$ cat src/include/plq_pkg.sv
// Overview of operation
// - track highest per-symbol signal strength of the last message, quarter-dB byte.
// - expose minimum, mean and maximum per-symbol noise ratio of the last message.
// - noise ratio uses the stored reference beacon table for every later message.
// - in ratio mode a transmit request loads the reference table, nothing emitted.
// - keep header peak error vector, integer percent in 15:9, fraction 8:0.
// - keep payload peak error vector in the same 16-bit layout.
// - keep largest header symbol carrier-error sum, 20 bits.
// - keep largest payload symbol carrier-error sum, 20 bits.
// - read-only byte tracking the amplitude currently emitted on the line.
// - use the emitted amplitude to adjust the emission gain.
// - on supply current failure set the power flag and halt transmission.
// - refuse any new transmission while a failure flag is set.
// - continuous bit low: sense current only in transmission after the guard interval.
// - continuous bit high: sense current always, idle and transmission.
// - on voltage failure set the voltage flag, halt and block transmission.
package plq_pkg;
    // register indices; byte address is four times the index
    localparam logic [15:0] IDX_STRENGTH_PEAK = 16'hfe35;
    localparam logic [15:0] IDX_SNR_LOW = 16'hfe38;
    localparam logic [15:0] IDX_SNR_MEAN = 16'hfe39;
    localparam logic [15:0] IDX_SNR_HIGH = 16'hfe3a;
    localparam logic [15:0] IDX_HDR_ERR = 16'hfe3b;
    localparam logic [15:0] IDX_PAY_ERR = 16'hfe3d;
    localparam logic [15:0] IDX_HDR_SUM = 16'hfe3f;
    localparam logic [15:0] IDX_PAY_SUM = 16'hfe43;
    localparam logic [15:0] IDX_AMPLITUDE = 16'hfe58;
    localparam logic [15:0] IDX_SENSE_CTRL = 16'hfe59;
    localparam logic [15:0] IDX_PHY_SETUP = 16'hfef0;
    localparam logic [15:0] IDX_GUARD = 16'hfef1;
    localparam logic [15:0] IDX_IRQ_STATUS = 16'hfef2;
    localparam logic [15:0] IDX_IRQ_MASK = 16'hfef3;
    // supply_sense_control fields
    localparam int SC_ENABLE = 0;
    localparam int SC_VFAIL = 1;
    localparam int SC_CONT = 2;
    localparam int SC_PFAIL = 3;
    // phy_setup_register field
    localparam int PS_RATIO_MODE = 0;
    // interrupt status fields
    localparam int IRQ_RX_DONE = 0;
    localparam int IRQ_PFAIL = 1;
    localparam int IRQ_VFAIL = 2;
    localparam int IRQ_REFUSED = 3;
    localparam int IRQ_LOADED = 4;
    localparam int IRQ_W = 5;
    // reset values
    localparam logic [7:0] RST_MIN = 8'hff;
    localparam logic [7:0] RST_MAX = 8'h00;
    localparam logic [7:0] RST_GUARD = 8'h2d;
    localparam logic [7:0] RST_GAIN = 8'h80;
    // emission gain targets on the amplitude byte
    localparam logic [7:0] AMP_LOW = 8'h40;
    localparam logic [7:0] AMP_HIGH = 8'h60;
    // reference table
    localparam int TBL_DEPTH = 128;
    localparam int TBL_AW = 7;
    // guard interval unit
    localparam int CLK_PERIOD_NS = 8;
    localparam int GUARD_UNIT_NS = 50000;
    localparam int GUARD_UNIT_CYC = (GUARD_UNIT_NS + CLK_PERIOD_NS - 1) / CLK_PERIOD_NS;
    localparam logic [9:0] QDB_PER_BIT = 10'h018;
    typedef enum logic [2:0] {
        TX_IDLE = 3'b001,
        TX_LOAD = 3'b010,
        TX_EMIT = 3'b100
    } plq_tx_e;
endpackage

$ cat src/rtl/plq_link_status.sv
module plq_link_status import plq_pkg::*; #(
    parameter int GUARD_UNIT_CYCLES = GUARD_UNIT_CYC
) (
    // clock and reset
    input wire logic CLK,
    input wire logic RST_N,
    // ahb-lite slave
    input wire logic HSEL,
    input wire logic [31:0] HADDR,
    input wire logic [1:0] HTRANS,
    input wire logic HWRITE,
    input wire logic [2:0] HSIZE,
    input wire logic [31:0] HWDATA,
    input wire logic HREADY,
    output logic [31:0] HRDATA,
    output logic HREADYOUT,
    output logic HRESP,
    // receive datapath
    input wire logic RX_MSG_START,
    input wire logic RX_MSG_END,
    input wire logic RX_CARR_VALID,
    input wire logic [6:0] RX_CARR_IDX,
    input wire logic [7:0] RX_CARR_VALUE,
    input wire logic RX_SYM_END,
    input wire logic RX_SYM_HEADER,
    input wire logic [7:0] RX_SYM_STRENGTH,
    input wire logic [15:0] RX_SYM_EVM,
    // transmit datapath
    input wire logic TX_REQ,
    input wire logic TX_BYTE_VALID,
    input wire logic [7:0] TX_BYTE,
    input wire logic TX_LAST,
    input wire logic TX_SAMPLE_VALID,
    input wire logic [7:0] TX_SAMPLE,
    output logic TX_LINE_EN,
    output logic TX_REFUSED,
    output logic [7:0] TX_GAIN,
    // supply sense pins
    input wire logic CURRENT_HIGH,
    input wire logic VOLTAGE_LOW,
    // interrupt
    output logic IRQ
);
    logic [7:0] strength_peak_ff, snr_low_ff, snr_mean_ff, snr_high_ff;
    logic [15:0] hdr_err_ff, pay_err_ff, snr_sum_ff;
    logic [19:0] hdr_sum_ff, pay_sum_ff, carr_acc_ff;
    logic [7:0] sym_cnt_ff, amplitude_ff, gain_ff, guard_ff;
    logic [3:0] sense_ff;
    logic ratio_mode_ff;
    logic [IRQ_W-1:0] irq_stat_ff, irq_mask_ff;
    logic [7:0] ref_tbl [TBL_DEPTH];
    logic [TBL_AW-1:0] load_ptr_ff;
    plq_tx_e tx_state_ff;
    logic [12:0] unit_cnt_ff;
    logic [7:0] guard_units_ff;
    logic cur_s1_ff, cur_s2_ff, volt_s1_ff, volt_s2_ff;
    logic wr_pend_ff;
    logic [15:0] wr_idx_ff;
    logic [31:0] rdata_ff;

    // bus decode; write and read both complete without wait states
    logic take;
    logic [7:0] wbyte;
    assign take = HSEL & HTRANS[1] & HREADY;
    assign wbyte = HWDATA[7:0];
    assign HREADYOUT = 1'b1;
    assign HRESP = 1'b0;
    assign HRDATA = rdata_ff;

    function automatic logic [7:0] sum_byte(input logic [19:0] v, input logic [1:0] sel);
        case (sel)
            2'd0: sum_byte = v[19:12];
            2'd1: sum_byte = v[11:4];
            2'd2: sum_byte = {v[3:0], 4'h0};
            default: sum_byte = 8'h00;
        endcase
    endfunction

    function automatic logic [7:0] rd_byte(input logic [15:0] idx);
        logic [15:0] hs, ps;
        hs = idx - IDX_HDR_SUM;
        ps = idx - IDX_PAY_SUM;
        rd_byte = 8'h00;
        if (idx == IDX_STRENGTH_PEAK) rd_byte = strength_peak_ff;
        else if (idx == IDX_SNR_LOW) rd_byte = snr_low_ff;
        else if (idx == IDX_SNR_MEAN) rd_byte = snr_mean_ff;
        else if (idx == IDX_SNR_HIGH) rd_byte = snr_high_ff;
        else if (idx == IDX_HDR_ERR) rd_byte = hdr_err_ff[15:8];
        else if (idx == IDX_HDR_ERR + 16'h0001) rd_byte = hdr_err_ff[7:0];
        else if (idx == IDX_PAY_ERR) rd_byte = pay_err_ff[15:8];
        else if (idx == IDX_PAY_ERR + 16'h0001) rd_byte = pay_err_ff[7:0];
        else if (hs < 16'h0004) rd_byte = sum_byte(hdr_sum_ff, hs[1:0]);
        else if (ps < 16'h0004) rd_byte = sum_byte(pay_sum_ff, ps[1:0]);
        else if (idx == IDX_AMPLITUDE) rd_byte = amplitude_ff;
        else if (idx == IDX_SENSE_CTRL) rd_byte = {4'h0, sense_ff};
        else if (idx == IDX_PHY_SETUP) rd_byte = {7'h00, ratio_mode_ff};
        else if (idx == IDX_GUARD) rd_byte = guard_ff;
        else if (idx == IDX_IRQ_STATUS) rd_byte = {3'h0, irq_stat_ff};
        else if (idx == IDX_IRQ_MASK) rd_byte = {3'h0, irq_mask_ff};
    endfunction

    always_ff @(posedge CLK or negedge RST_N) begin
        if (!RST_N) begin
            wr_pend_ff <= 1'b0;
            wr_idx_ff <= 16'h0000;
            rdata_ff <= 32'h0000_0000;
        end else begin
            wr_pend_ff <= take & HWRITE;
            wr_idx_ff <= HADDR[17:2];
            if (take & !HWRITE) begin
                rdata_ff <= {24'h000000, rd_byte(HADDR[17:2])};
            end
        end
    end

    logic wr_sense, wr_irq_stat;
    assign wr_sense = wr_pend_ff & (wr_idx_ff == IDX_SENSE_CTRL);
    assign wr_irq_stat = wr_pend_ff & (wr_idx_ff == IDX_IRQ_STATUS);

    always_ff @(posedge CLK or negedge RST_N) begin
        if (!RST_N) begin
            ratio_mode_ff <= 1'b0;
            guard_ff <= RST_GUARD;
            irq_mask_ff <= '0;
        end else if (wr_pend_ff) begin
            if (wr_idx_ff == IDX_PHY_SETUP) ratio_mode_ff <= wbyte[PS_RATIO_MODE];
            if (wr_idx_ff == IDX_GUARD) guard_ff <= wbyte;
            if (wr_idx_ff == IDX_IRQ_MASK) irq_mask_ff <= wbyte[IRQ_W-1:0];
        end
    end

    // supply sense pins come from outside and pass two flops first
    always_ff @(posedge CLK or negedge RST_N) begin
        if (!RST_N) begin
            cur_s1_ff <= 1'b0;
            cur_s2_ff <= 1'b0;
            volt_s1_ff <= 1'b0;
            volt_s2_ff <= 1'b0;
        end else begin
            cur_s1_ff <= CURRENT_HIGH;
            cur_s2_ff <= cur_s1_ff;
            volt_s1_ff <= VOLTAGE_LOW;
            volt_s2_ff <= volt_s1_ff;
        end
    end

    logic emitting, guard_done, sense_cur, sense_volt, pfail_set, vfail_set, fail_any;
    assign emitting = (tx_state_ff == TX_EMIT);
    assign guard_done = (guard_units_ff >= guard_ff);
    assign sense_cur = sense_ff[SC_CONT] | (emitting & guard_done);
    assign sense_volt = sense_ff[SC_ENABLE] & emitting & guard_done;
    assign pfail_set = sense_cur & cur_s2_ff;
    assign vfail_set = sense_volt & volt_s2_ff;
    assign fail_any = sense_ff[SC_PFAIL] | sense_ff[SC_VFAIL];

    // failure flags clear by writing zero; a failure in that cycle still sets
    always_ff @(posedge CLK or negedge RST_N) begin
        if (!RST_N) begin
            sense_ff <= 4'h0;
        end else begin
            if (wr_sense) begin
                sense_ff[SC_ENABLE] <= wbyte[SC_ENABLE];
                sense_ff[SC_CONT] <= wbyte[SC_CONT];
            end
            if (pfail_set) sense_ff[SC_PFAIL] <= 1'b1;
            else if (wr_sense & !wbyte[SC_PFAIL]) sense_ff[SC_PFAIL] <= 1'b0;
            if (vfail_set) sense_ff[SC_VFAIL] <= 1'b1;
            else if (wr_sense & !wbyte[SC_VFAIL]) sense_ff[SC_VFAIL] <= 1'b0;
        end
    end

    // transmit control
    logic req_ok;
    assign req_ok = TX_REQ & !fail_any & !pfail_set & !vfail_set;
    assign TX_REFUSED = TX_REQ & (tx_state_ff == TX_IDLE) & !req_ok;
    assign TX_LINE_EN = emitting;
    assign TX_GAIN = gain_ff;

    always_ff @(posedge CLK or negedge RST_N) begin
        if (!RST_N) begin
            tx_state_ff <= TX_IDLE;
            load_ptr_ff <= '0;
        end else begin
            case (tx_state_ff)
                TX_IDLE: begin
                    load_ptr_ff <= '0;
                    if (req_ok & ratio_mode_ff) tx_state_ff <= TX_LOAD;
                    else if (req_ok) tx_state_ff <= TX_EMIT;
                end
                TX_LOAD: begin
                    if (TX_BYTE_VALID) load_ptr_ff <= load_ptr_ff + 1'b1;
                    if (TX_LAST) tx_state_ff <= TX_IDLE;
                end
                TX_EMIT: begin
                    if (pfail_set | vfail_set | TX_LAST) tx_state_ff <= TX_IDLE;
                end
                default: tx_state_ff <= TX_IDLE;
            endcase
        end
    end

    always_ff @(posedge CLK) begin
        if (tx_state_ff == TX_LOAD && TX_BYTE_VALID) ref_tbl[load_ptr_ff] <= TX_BYTE;
    end

    // guard interval counted from the start of each emission
    always_ff @(posedge CLK or negedge RST_N) begin
        if (!RST_N) begin
            unit_cnt_ff <= '0;
            guard_units_ff <= '0;
        end else if (!emitting) begin
            unit_cnt_ff <= '0;
            guard_units_ff <= '0;
        end else if (!guard_done) begin
            if (unit_cnt_ff == 13'(GUARD_UNIT_CYCLES - 1)) begin
                unit_cnt_ff <= '0;
                guard_units_ff <= guard_units_ff + 8'h01;
            end else begin
                unit_cnt_ff <= unit_cnt_ff + 13'h0001;
            end
        end
    end

    // emitted amplitude: peak hold with slow decay; gain nudged once per emission
    logic [7:0] mag;
    assign mag = TX_SAMPLE[7] ? ((TX_SAMPLE == 8'h80) ? 8'h7f : 8'(-TX_SAMPLE)) : TX_SAMPLE;
    always_ff @(posedge CLK or negedge RST_N) begin
        if (!RST_N) begin
            amplitude_ff <= 8'h00;
            gain_ff <= RST_GAIN;
        end else begin
            if (emitting & TX_SAMPLE_VALID) begin
                if (mag > amplitude_ff) amplitude_ff <= mag;
                else if (amplitude_ff != 8'h00) amplitude_ff <= amplitude_ff - 8'h01;
            end
            if (emitting & TX_LAST) begin
                if (amplitude_ff > AMP_HIGH && gain_ff != 8'h00) gain_ff <= gain_ff - 8'h01;
                else if (amplitude_ff < AMP_LOW && gain_ff != 8'hff) gain_ff <= gain_ff + 8'h01;
            end
        end
    end

    // receive statistics
    logic [7:0] carr_err;
    logic [19:0] sym_sum;
    logic [9:0] noise_q, sig_q;
    logic [7:0] sym_snr;
    logic [7:0] ref_val;
    assign ref_val = ref_tbl[RX_CARR_IDX];
    assign carr_err = (RX_CARR_VALUE > ref_val) ? RX_CARR_VALUE - ref_val : ref_val - RX_CARR_VALUE;
    assign sym_sum = carr_acc_ff + (RX_CARR_VALID ? {12'h000, carr_err} : 20'h00000);

    function automatic logic [4:0] msb_pos(input logic [19:0] v);
        msb_pos = 5'd0;
        for (int i = 0; i < 20; i++) begin
            if (v[i]) msb_pos = 5'(i);
        end
    endfunction

    // six dB of noise per doubling of the error sum; coarse but cheap
    assign noise_q = QDB_PER_BIT * {5'h00, msb_pos(sym_sum)};
    assign sig_q = {2'b00, RX_SYM_STRENGTH};
    assign sym_snr = (sig_q > noise_q) ? 8'(sig_q - noise_q) : 8'h00;

    always_ff @(posedge CLK or negedge RST_N) begin
        if (!RST_N) begin
            carr_acc_ff <= '0;
        end else if (RX_MSG_START | RX_SYM_END) begin
            carr_acc_ff <= '0;
        end else if (RX_CARR_VALID) begin
            carr_acc_ff <= sym_sum;
        end
    end

    always_ff @(posedge CLK or negedge RST_N) begin
        if (!RST_N) begin
            strength_peak_ff <= RST_MAX;
            snr_low_ff <= RST_MIN;
            snr_high_ff <= RST_MAX;
            hdr_err_ff <= '0;
            pay_err_ff <= '0;
            hdr_sum_ff <= '0;
            pay_sum_ff <= '0;
            snr_sum_ff <= '0;
            sym_cnt_ff <= '0;
        end else if (RX_MSG_START) begin
            strength_peak_ff <= RST_MAX;
            snr_low_ff <= RST_MIN;
            snr_high_ff <= RST_MAX;
            hdr_err_ff <= '0;
            pay_err_ff <= '0;
            hdr_sum_ff <= '0;
            pay_sum_ff <= '0;
            snr_sum_ff <= '0;
            sym_cnt_ff <= '0;
        end else if (RX_SYM_END) begin
            if (RX_SYM_STRENGTH > strength_peak_ff) strength_peak_ff <= RX_SYM_STRENGTH;
            if (sym_snr < snr_low_ff) snr_low_ff <= sym_snr;
            if (sym_snr > snr_high_ff) snr_high_ff <= sym_snr;
            // count saturates, so the mean covers the first 255 symbols
            if (sym_cnt_ff != 8'hff) begin
                sym_cnt_ff <= sym_cnt_ff + 8'h01;
                snr_sum_ff <= snr_sum_ff + {8'h00, sym_snr};
            end
            if (RX_SYM_HEADER) begin
                if (RX_SYM_EVM > hdr_err_ff) hdr_err_ff <= RX_SYM_EVM;
                if (sym_sum > hdr_sum_ff) hdr_sum_ff <= sym_sum;
            end else begin
                if (RX_SYM_EVM > pay_err_ff) pay_err_ff <= RX_SYM_EVM;
                if (sym_sum > pay_sum_ff) pay_sum_ff <= sym_sum;
            end
        end
    end

    always_ff @(posedge CLK or negedge RST_N) begin
        if (!RST_N) begin
            snr_mean_ff <= RST_MAX;
        end else if (RX_MSG_END && sym_cnt_ff != 8'h00) begin
            snr_mean_ff <= 8'(snr_sum_ff / {8'h00, sym_cnt_ff});
        end
    end

    // interrupts: set wins over write-one-to-clear
    logic [IRQ_W-1:0] irq_set;
    assign irq_set[IRQ_RX_DONE] = RX_MSG_END;
    assign irq_set[IRQ_PFAIL] = pfail_set;
    assign irq_set[IRQ_VFAIL] = vfail_set;
    assign irq_set[IRQ_REFUSED] = TX_REFUSED;
    assign irq_set[IRQ_LOADED] = (tx_state_ff == TX_LOAD) & TX_LAST;
    generate
        for (genvar g = 0; g < IRQ_W; g++) begin : g_irq
            always_ff @(posedge CLK or negedge RST_N) begin
                if (!RST_N) irq_stat_ff[g] <= 1'b0;
                else if (irq_set[g]) irq_stat_ff[g] <= 1'b1;
                else if (wr_irq_stat & wbyte[g]) irq_stat_ff[g] <= 1'b0;
            end
        end
    endgenerate
    assign IRQ = |(irq_stat_ff & irq_mask_ff);
endmodule

$ cat config.mk
export PLATFORM = sky130hd
export DESIGN_NAME = plq_link_status
export DESIGN_NICKNAME = d
export VERILOG_FILES = /design/src/include/plq_pkg.sv /design/src/rtl/plq_link_status.sv
export SDC_FILE = /design/constraint.sdc
export NUM_CORES = 2
export LEC_CHECK = 0
export BUFFER_PORTS_ARGS = -buffer_cell sky130_fd_sc_hd__buf_4
export CORE_ASPECT_RATIO = 0.6
export CORE_MARGIN = 1.5
export CORE_UTILIZATION = 30
export CTS_CLUSTER_SIZE = 20
export DETAILED_ROUTE_END_ITERATION = 8
export GPL_TIMING_DRIVEN = 0
export PLACE_DENSITY_LB_ADDON = 0.3
export SYNTH_ARGS = -nofsm -noshare
export SYNTH_HDL_FRONTEND = slang
export SYNTH_SLANG_ARGS = --single-unit
export TNS_END_PERCENT = 50
$ cat constraint.sdc
create_clock -name CLK -period 38.6 [get_ports CLK]
set_input_delay 1.93 -clock CLK [delete_from_list [all_inputs] [get_ports CLK]]
set_output_delay 1.93 -clock CLK [all_outputs]
set_load 0.01 [all_outputs]
# Yosys cells after proc, flatten, opt, wreduce, memory -nomap -nowiden
# Memory sizes are Yosys's and may differ from the RTL's.
# Cells that the tools add are included.
# Widths: inputs -> output; s select.
# totals
reg_bits,247
ram_bits,1024
in_bits,140
output_inout_bits,45
wordCells,300
mem_count,1
# classes
addsub,15
n_mul,1
div,1
n_lt_le_gt_ge,15
eq_ne,37
mux,108
n_bitwise,33
reduce_logical,54
# mem_list
name,depth,width,rd,rd_clocked_by_memory_dff,wr,line,text
ref_tbl,128,8,1,0,1,plq_link_status.sv:51,logic [7:0] ref_tbl [TBL_DEPTH];
# op_table
operator,n
$eq 16x16->1 const B,19
$mux 8,38
$mux 20,10
$mux 16,11
$mux 5,20
$pmux 8 s3,2
$reduce_bool 2->1,21
$gt 20x20->1,2
$mux 13,3
$gt 16x16->1,2
$gt 8x8->1,4
$lt 16x3->1 const B,2
$sub 16x16->16 const B,2
$and 1x1->1,27
$add 8x1->8 const B,3
$reduce_bool 8->1,3
$sub 8x8->8,3
$reduce_and 2->1,11
$add 20x8->20,1
$mux 1,17
$add 16x8->16,1
$div 16x8->16,1
$ne 8x8->1 const B,2
$sub 8x1->8 const B,2
30 further kinds,57

# Longest topological paths before layout
# An unclocked memory read counts as a cell.
# logic_depth
depth_word,31
mapped_depth,153

# Least setup slack after synthesis
# No wires, ideal clock.
# synth_path
path_type,reg-to-reg
from,register sym_cnt_ff[0]
to,register snr_mean_ff[0]
setup_time_ns,0.136
arrival_ns,29.575
required_ns,38.464
setup_slack_ns,8.889
stages_incl_launch_ff,148
path_buffers,9
synth_period_minus_slack_ns,29.711
cell_sequence,dfrtp_1 -> inv_1 -> ha_1 -> o21ba_2 -> nand3_1 -> mux2i_1 -> ha_1 -> or4b_2 -> o211ai_1 -> a2bb2oi_1 -> inv_1 -> ha_1 -> o211ai_1 -> a211oi_4 -> a21boi_1 -> nor2_1 -> ha_1 -> a21o_1 -> (+112 left out) -> nand4_1 -> nor2_1 -> a21oi_1 -> ha_1 -> a21o_1 -> a21oi_1 -> nor2b_1 -> o21ai_0 -> nand2b_1 -> a21oi_1 -> nor2b_1 -> o21ai_0 -> nand3b_1 -> a21oi_1 -> nand2_1 -> nor2_1 -> o211a_1 -> a41oi_2
# synth_between
elab_chain_cells,2
# synth_lines
element,line,text
"start, declared",plq_link_status.sv:47,"logic [7:0] sym_cnt_ff, amplitude_ff, gain_ff, guard_ff;"
"start signal, assigned",plq_link_status.sv:302,sym_cnt_ff <= sym_cnt_ff + 8'h01;
"parallel branches: the longest is 2 deep, another holds $div 16x8->16",-,
"end signal, assigned",plq_link_status.sv:319,"snr_mean_ff <= 8'(snr_sum_ff / {8'h00, sym_cnt_ff});"
"end, declared",plq_link_status.sv:44,"logic [7:0] strength_peak_ff, snr_low_ff, snr_mean_ff, snr_high_ff;"
# Several ways; the timed one is not identified.
# A chain may end at the register's enable or synchronous reset.

# Worst setup path in the final report
# Ends and elaborated chain as after synthesis.

==> results_dict.tcl <==
set metrics [dict create \
    status "finished, violations left" \
    violations "capacitance limit" \
    final_common_cell "edfxtp_1" \
    startpoint_type "register" \
    reg2reg_depth 147 \
    antenna_left 0 \
    required_ns 39.16 \
    grt_use_total_pct 16.8 \
    cts_buffers 114 \
    r2r-end "snr_mean_ff[0]$_DFFE_PN0P_" \
    grt_antenna_before_repair 10 \
    nets 4915 \
    dieArea_sq_um 208000 \
    cts_tree "built" \
    pin_count 185 \
    synth_area_leaders "edfxtp_1 50%, mux4_2 13%, dfrtp_1 9.5%, ha_1 5.5%, nor2_1 2.6%" \
    synth_top_area_share_pct 50.0 \
    synth_cell_types 100 \
    drt_iter0_markers 4647 \
    synth-seq-area-share_pct 60.1 \
    die_h_microns 354 \
    hold_class "reg2reg" \
    hold_violations 0 \
    cap_violations 1 \
    fmax_mhz 28.1 \
    syn-mean-instance-area_sq_um 14.5 \
    grt.overflow.total 0 \
    core-area_sq_um 203000 \
    synth_seq_cells 1271 \
    area_growth_pct 13.8 \
    hold_depth 0 \
    clockBufferDepth 3 \
    nFillCells 19450 \
    ys_async_sr_fraction_pct 19.4 \
    clock_latency_ns 0.78 \
    ff2ff_setup_slack_ns 2.98 \
    crit_top_cell "o21a_1" \
    worst-setup-path-type "reg2reg" \
    portBuffers 105 \
    grt_pass1_wl_mm 259 \
    cts.sinks 1271 \
    hp-start "volt_s1_ff$_DFF_PN0_" \
    ys_warn_count 0 \
    fin_crit_ns 35.62 \
    arrival_ns 36.18 \
    mostFrequentLayoutCells "1024 x edfxtp_1, 418 x nor2_1, 344 x mux4_2" \
    finalSetupTns_ns 0 \
    path_max_fanout 10 \
    worst_pin_slew_ns 1.50 \
    worst_setup_path_end_kind "register" \
    vias 38435 \
    synth.cell_area_sq_um 61500 \
    slew-limit-headroom_pct 0.228 \
    layout-drive-gt1-share_pct 16.8 \
    clkTransAtPathRegs_ns 0.07 \
    dpl.hpwl_mm 127 \
    synth_cells 4238 \
    root_buffer "clkbuf_16" \
    grt_pass1_vias 36377 \
    period_share_pct 92.3 \
    routedWlPerCell_microns 24.3 \
    slowest_delay_ns 0.61 \
    via_per_inst 5.24 \
    setup_violations 0 \
    start_util_pct 30.3 \
    gp_congestion 0.868 \
    hold_path_end "volt_s2_ff$_DFF_PN0_" \
    dieWidth_microns 588 \
    yosys_most_used_dff "edfxtp_1" \
    post-route-drc-count 0 \
    drv_slew 0 \
    grt_max_degree 129 \
    reg2reg_from "sym_cnt_ff[0]$_DFFE_PN0P_" \
    holdBufCountCts 0 \
    routed_wirelength_mm 178 \
    synth_edf_count 1024 \
    dr.pass1.iters 6 \
    cts_max_level 3 \
    skew_ns 0.0973 \
    num_rows 128 \
    rsz0062_at_grt "no" \
    worst_path_max_delay_cell "or4b_2" \
    yosysTopAreaCell "edfxtp_1" \
]
-- kinds of logic (layout without fill, tap and decap cells) --
family | count (synthesis) | after routing | share of synthesized area [%]
xor+xnor | 110 | 110 | 1.57
compound gates | 638 | 638 | 6.96
flops | 1271 | 1271 | 60.1
buf+inv | 403 | 738 | 2.65
simple gates | 1053 | 1053 | 8.08
fa+ha+maj | 275 | 275 | 5.68
mux | 486 | 486 | 15.0
other cells | 2 | 29 | 0.0122
-- layer usage --
metal	global-route usage, %	wire, microns	vias up
li1	-	-	16921
met1	27.8	90300	19823
met2	20.9	66600	1543
met3	5.42	19200	148
met4	2.20	2050	0
met5	0	0	-
-- through the flow --
step                      utilization, %  worst slack, ns  instance area [sq um]  hold WS, ns  std cells
after global placement              32.4             2.74                  65800        0.338       7097
after global routing                34.4            0.339                  70000        0.364       7327
after detailed placement            32.5             2.56                  66000        0.348       7103
final                               34.4             2.98                  70000        0.360       7330
after floorplan                        -             8.89                  61600        0.331       4262
after CTS                           34.3             2.43                  69700        0.362       7316
-- final cells by class --
cell class / count / area (sq um) / share of cell area (%)
Sequential cell: 1271 / 36900 / 52.8
Multi-Input combinational cell: 2588 / 23100 / 33.0
Tap cell: 2730 / 3420 / 4.88
Clock buffer: 138 / 2990 / 4.28
Timing Repair Buffer: 122 / 1130 / 1.61
Buffer: 202 / 888 / 1.27
Clock inverter: 75 / 796 / 1.14
Inverter: 201 / 758 / 1.08
Antenna cell: 3 / 7.51 / 0.0107
-- critical path, delay by kind of cell, from the launching register on --
family	cells	cell delay, ns
compound gates	76	16.39
simple gates	37	8.31
fa+ha+maj	16	5.03
buf+inv	13	3.37
flops	1	0.52
mux	5	1.77
-- flip-flops by register name, indices dropped and copies added, names as in the netlist, 13 cells and up --
register and cells:
snr_sum_ff 16, hdr_sum_ff 20, carr_acc_ff 20, pay_err_ff 16
pay_sum_ff 20, wr_idx_ff 16, ref_tbl 1024, unit_cnt_ff 13
hdr_err_ff 16
-- synthesized netlist by cell type (33+ instances only) --
master	instances
nand3_1	55
o21a_1	50
nand4_1	55
xnor2_1	55
a21oi_1	139
mux2_2	33
o21ai_0	142
a211oi_1	36
buf_1	46
mux2i_1	109
nor2_1	418
mux4_2	344
clkbuf_1	124
dfrtp_1	233
a21o_1	54
xor2_1	55
nor2b_1	45
nor3_1	69
nand2b_1	35
inv_1	200
edfxtp_1	1024
ha_1	268
nand2_1	231
-- worst max-delay path by stage --
stage | from | to
final | sym_cnt_ff[0]$_DFFE_PN0P_ | snr_mean_ff[0]$_DFFE_PN0P_
after CTS | sym_cnt_ff[0]$_DFFE_PN0P_ | snr_mean_ff[0]$_DFFE_PN0P_
after global routing | sym_cnt_ff[0]$_DFFE_PN0P_ | snr_mean_ff[0]$_DFFE_PN0P_
after global placement | sym_cnt_ff[0]$_DFFE_PN0P_ | snr_mean_ff[0]$_DFFE_PN0P_
after floorplan | sym_cnt_ff[0]$_DFFE_PN0P_ | snr_mean_ff[0]$_DFFE_PN0P_
after detailed placement | sym_cnt_ff[0]$_DFFE_PN0P_ | snr_mean_ff[0]$_DFFE_PN0P_
-- timing repair --
item / 4_1_cts / 5_1_grt
gates resized for setup: 0 / 4
setup buffers: 0 / 4
setup endpoints to repair: 0 / 1
Power is left out: the tool's default activity adds up to more than one toggle a clock period on the data nets, which glitch-free logic cannot reach.
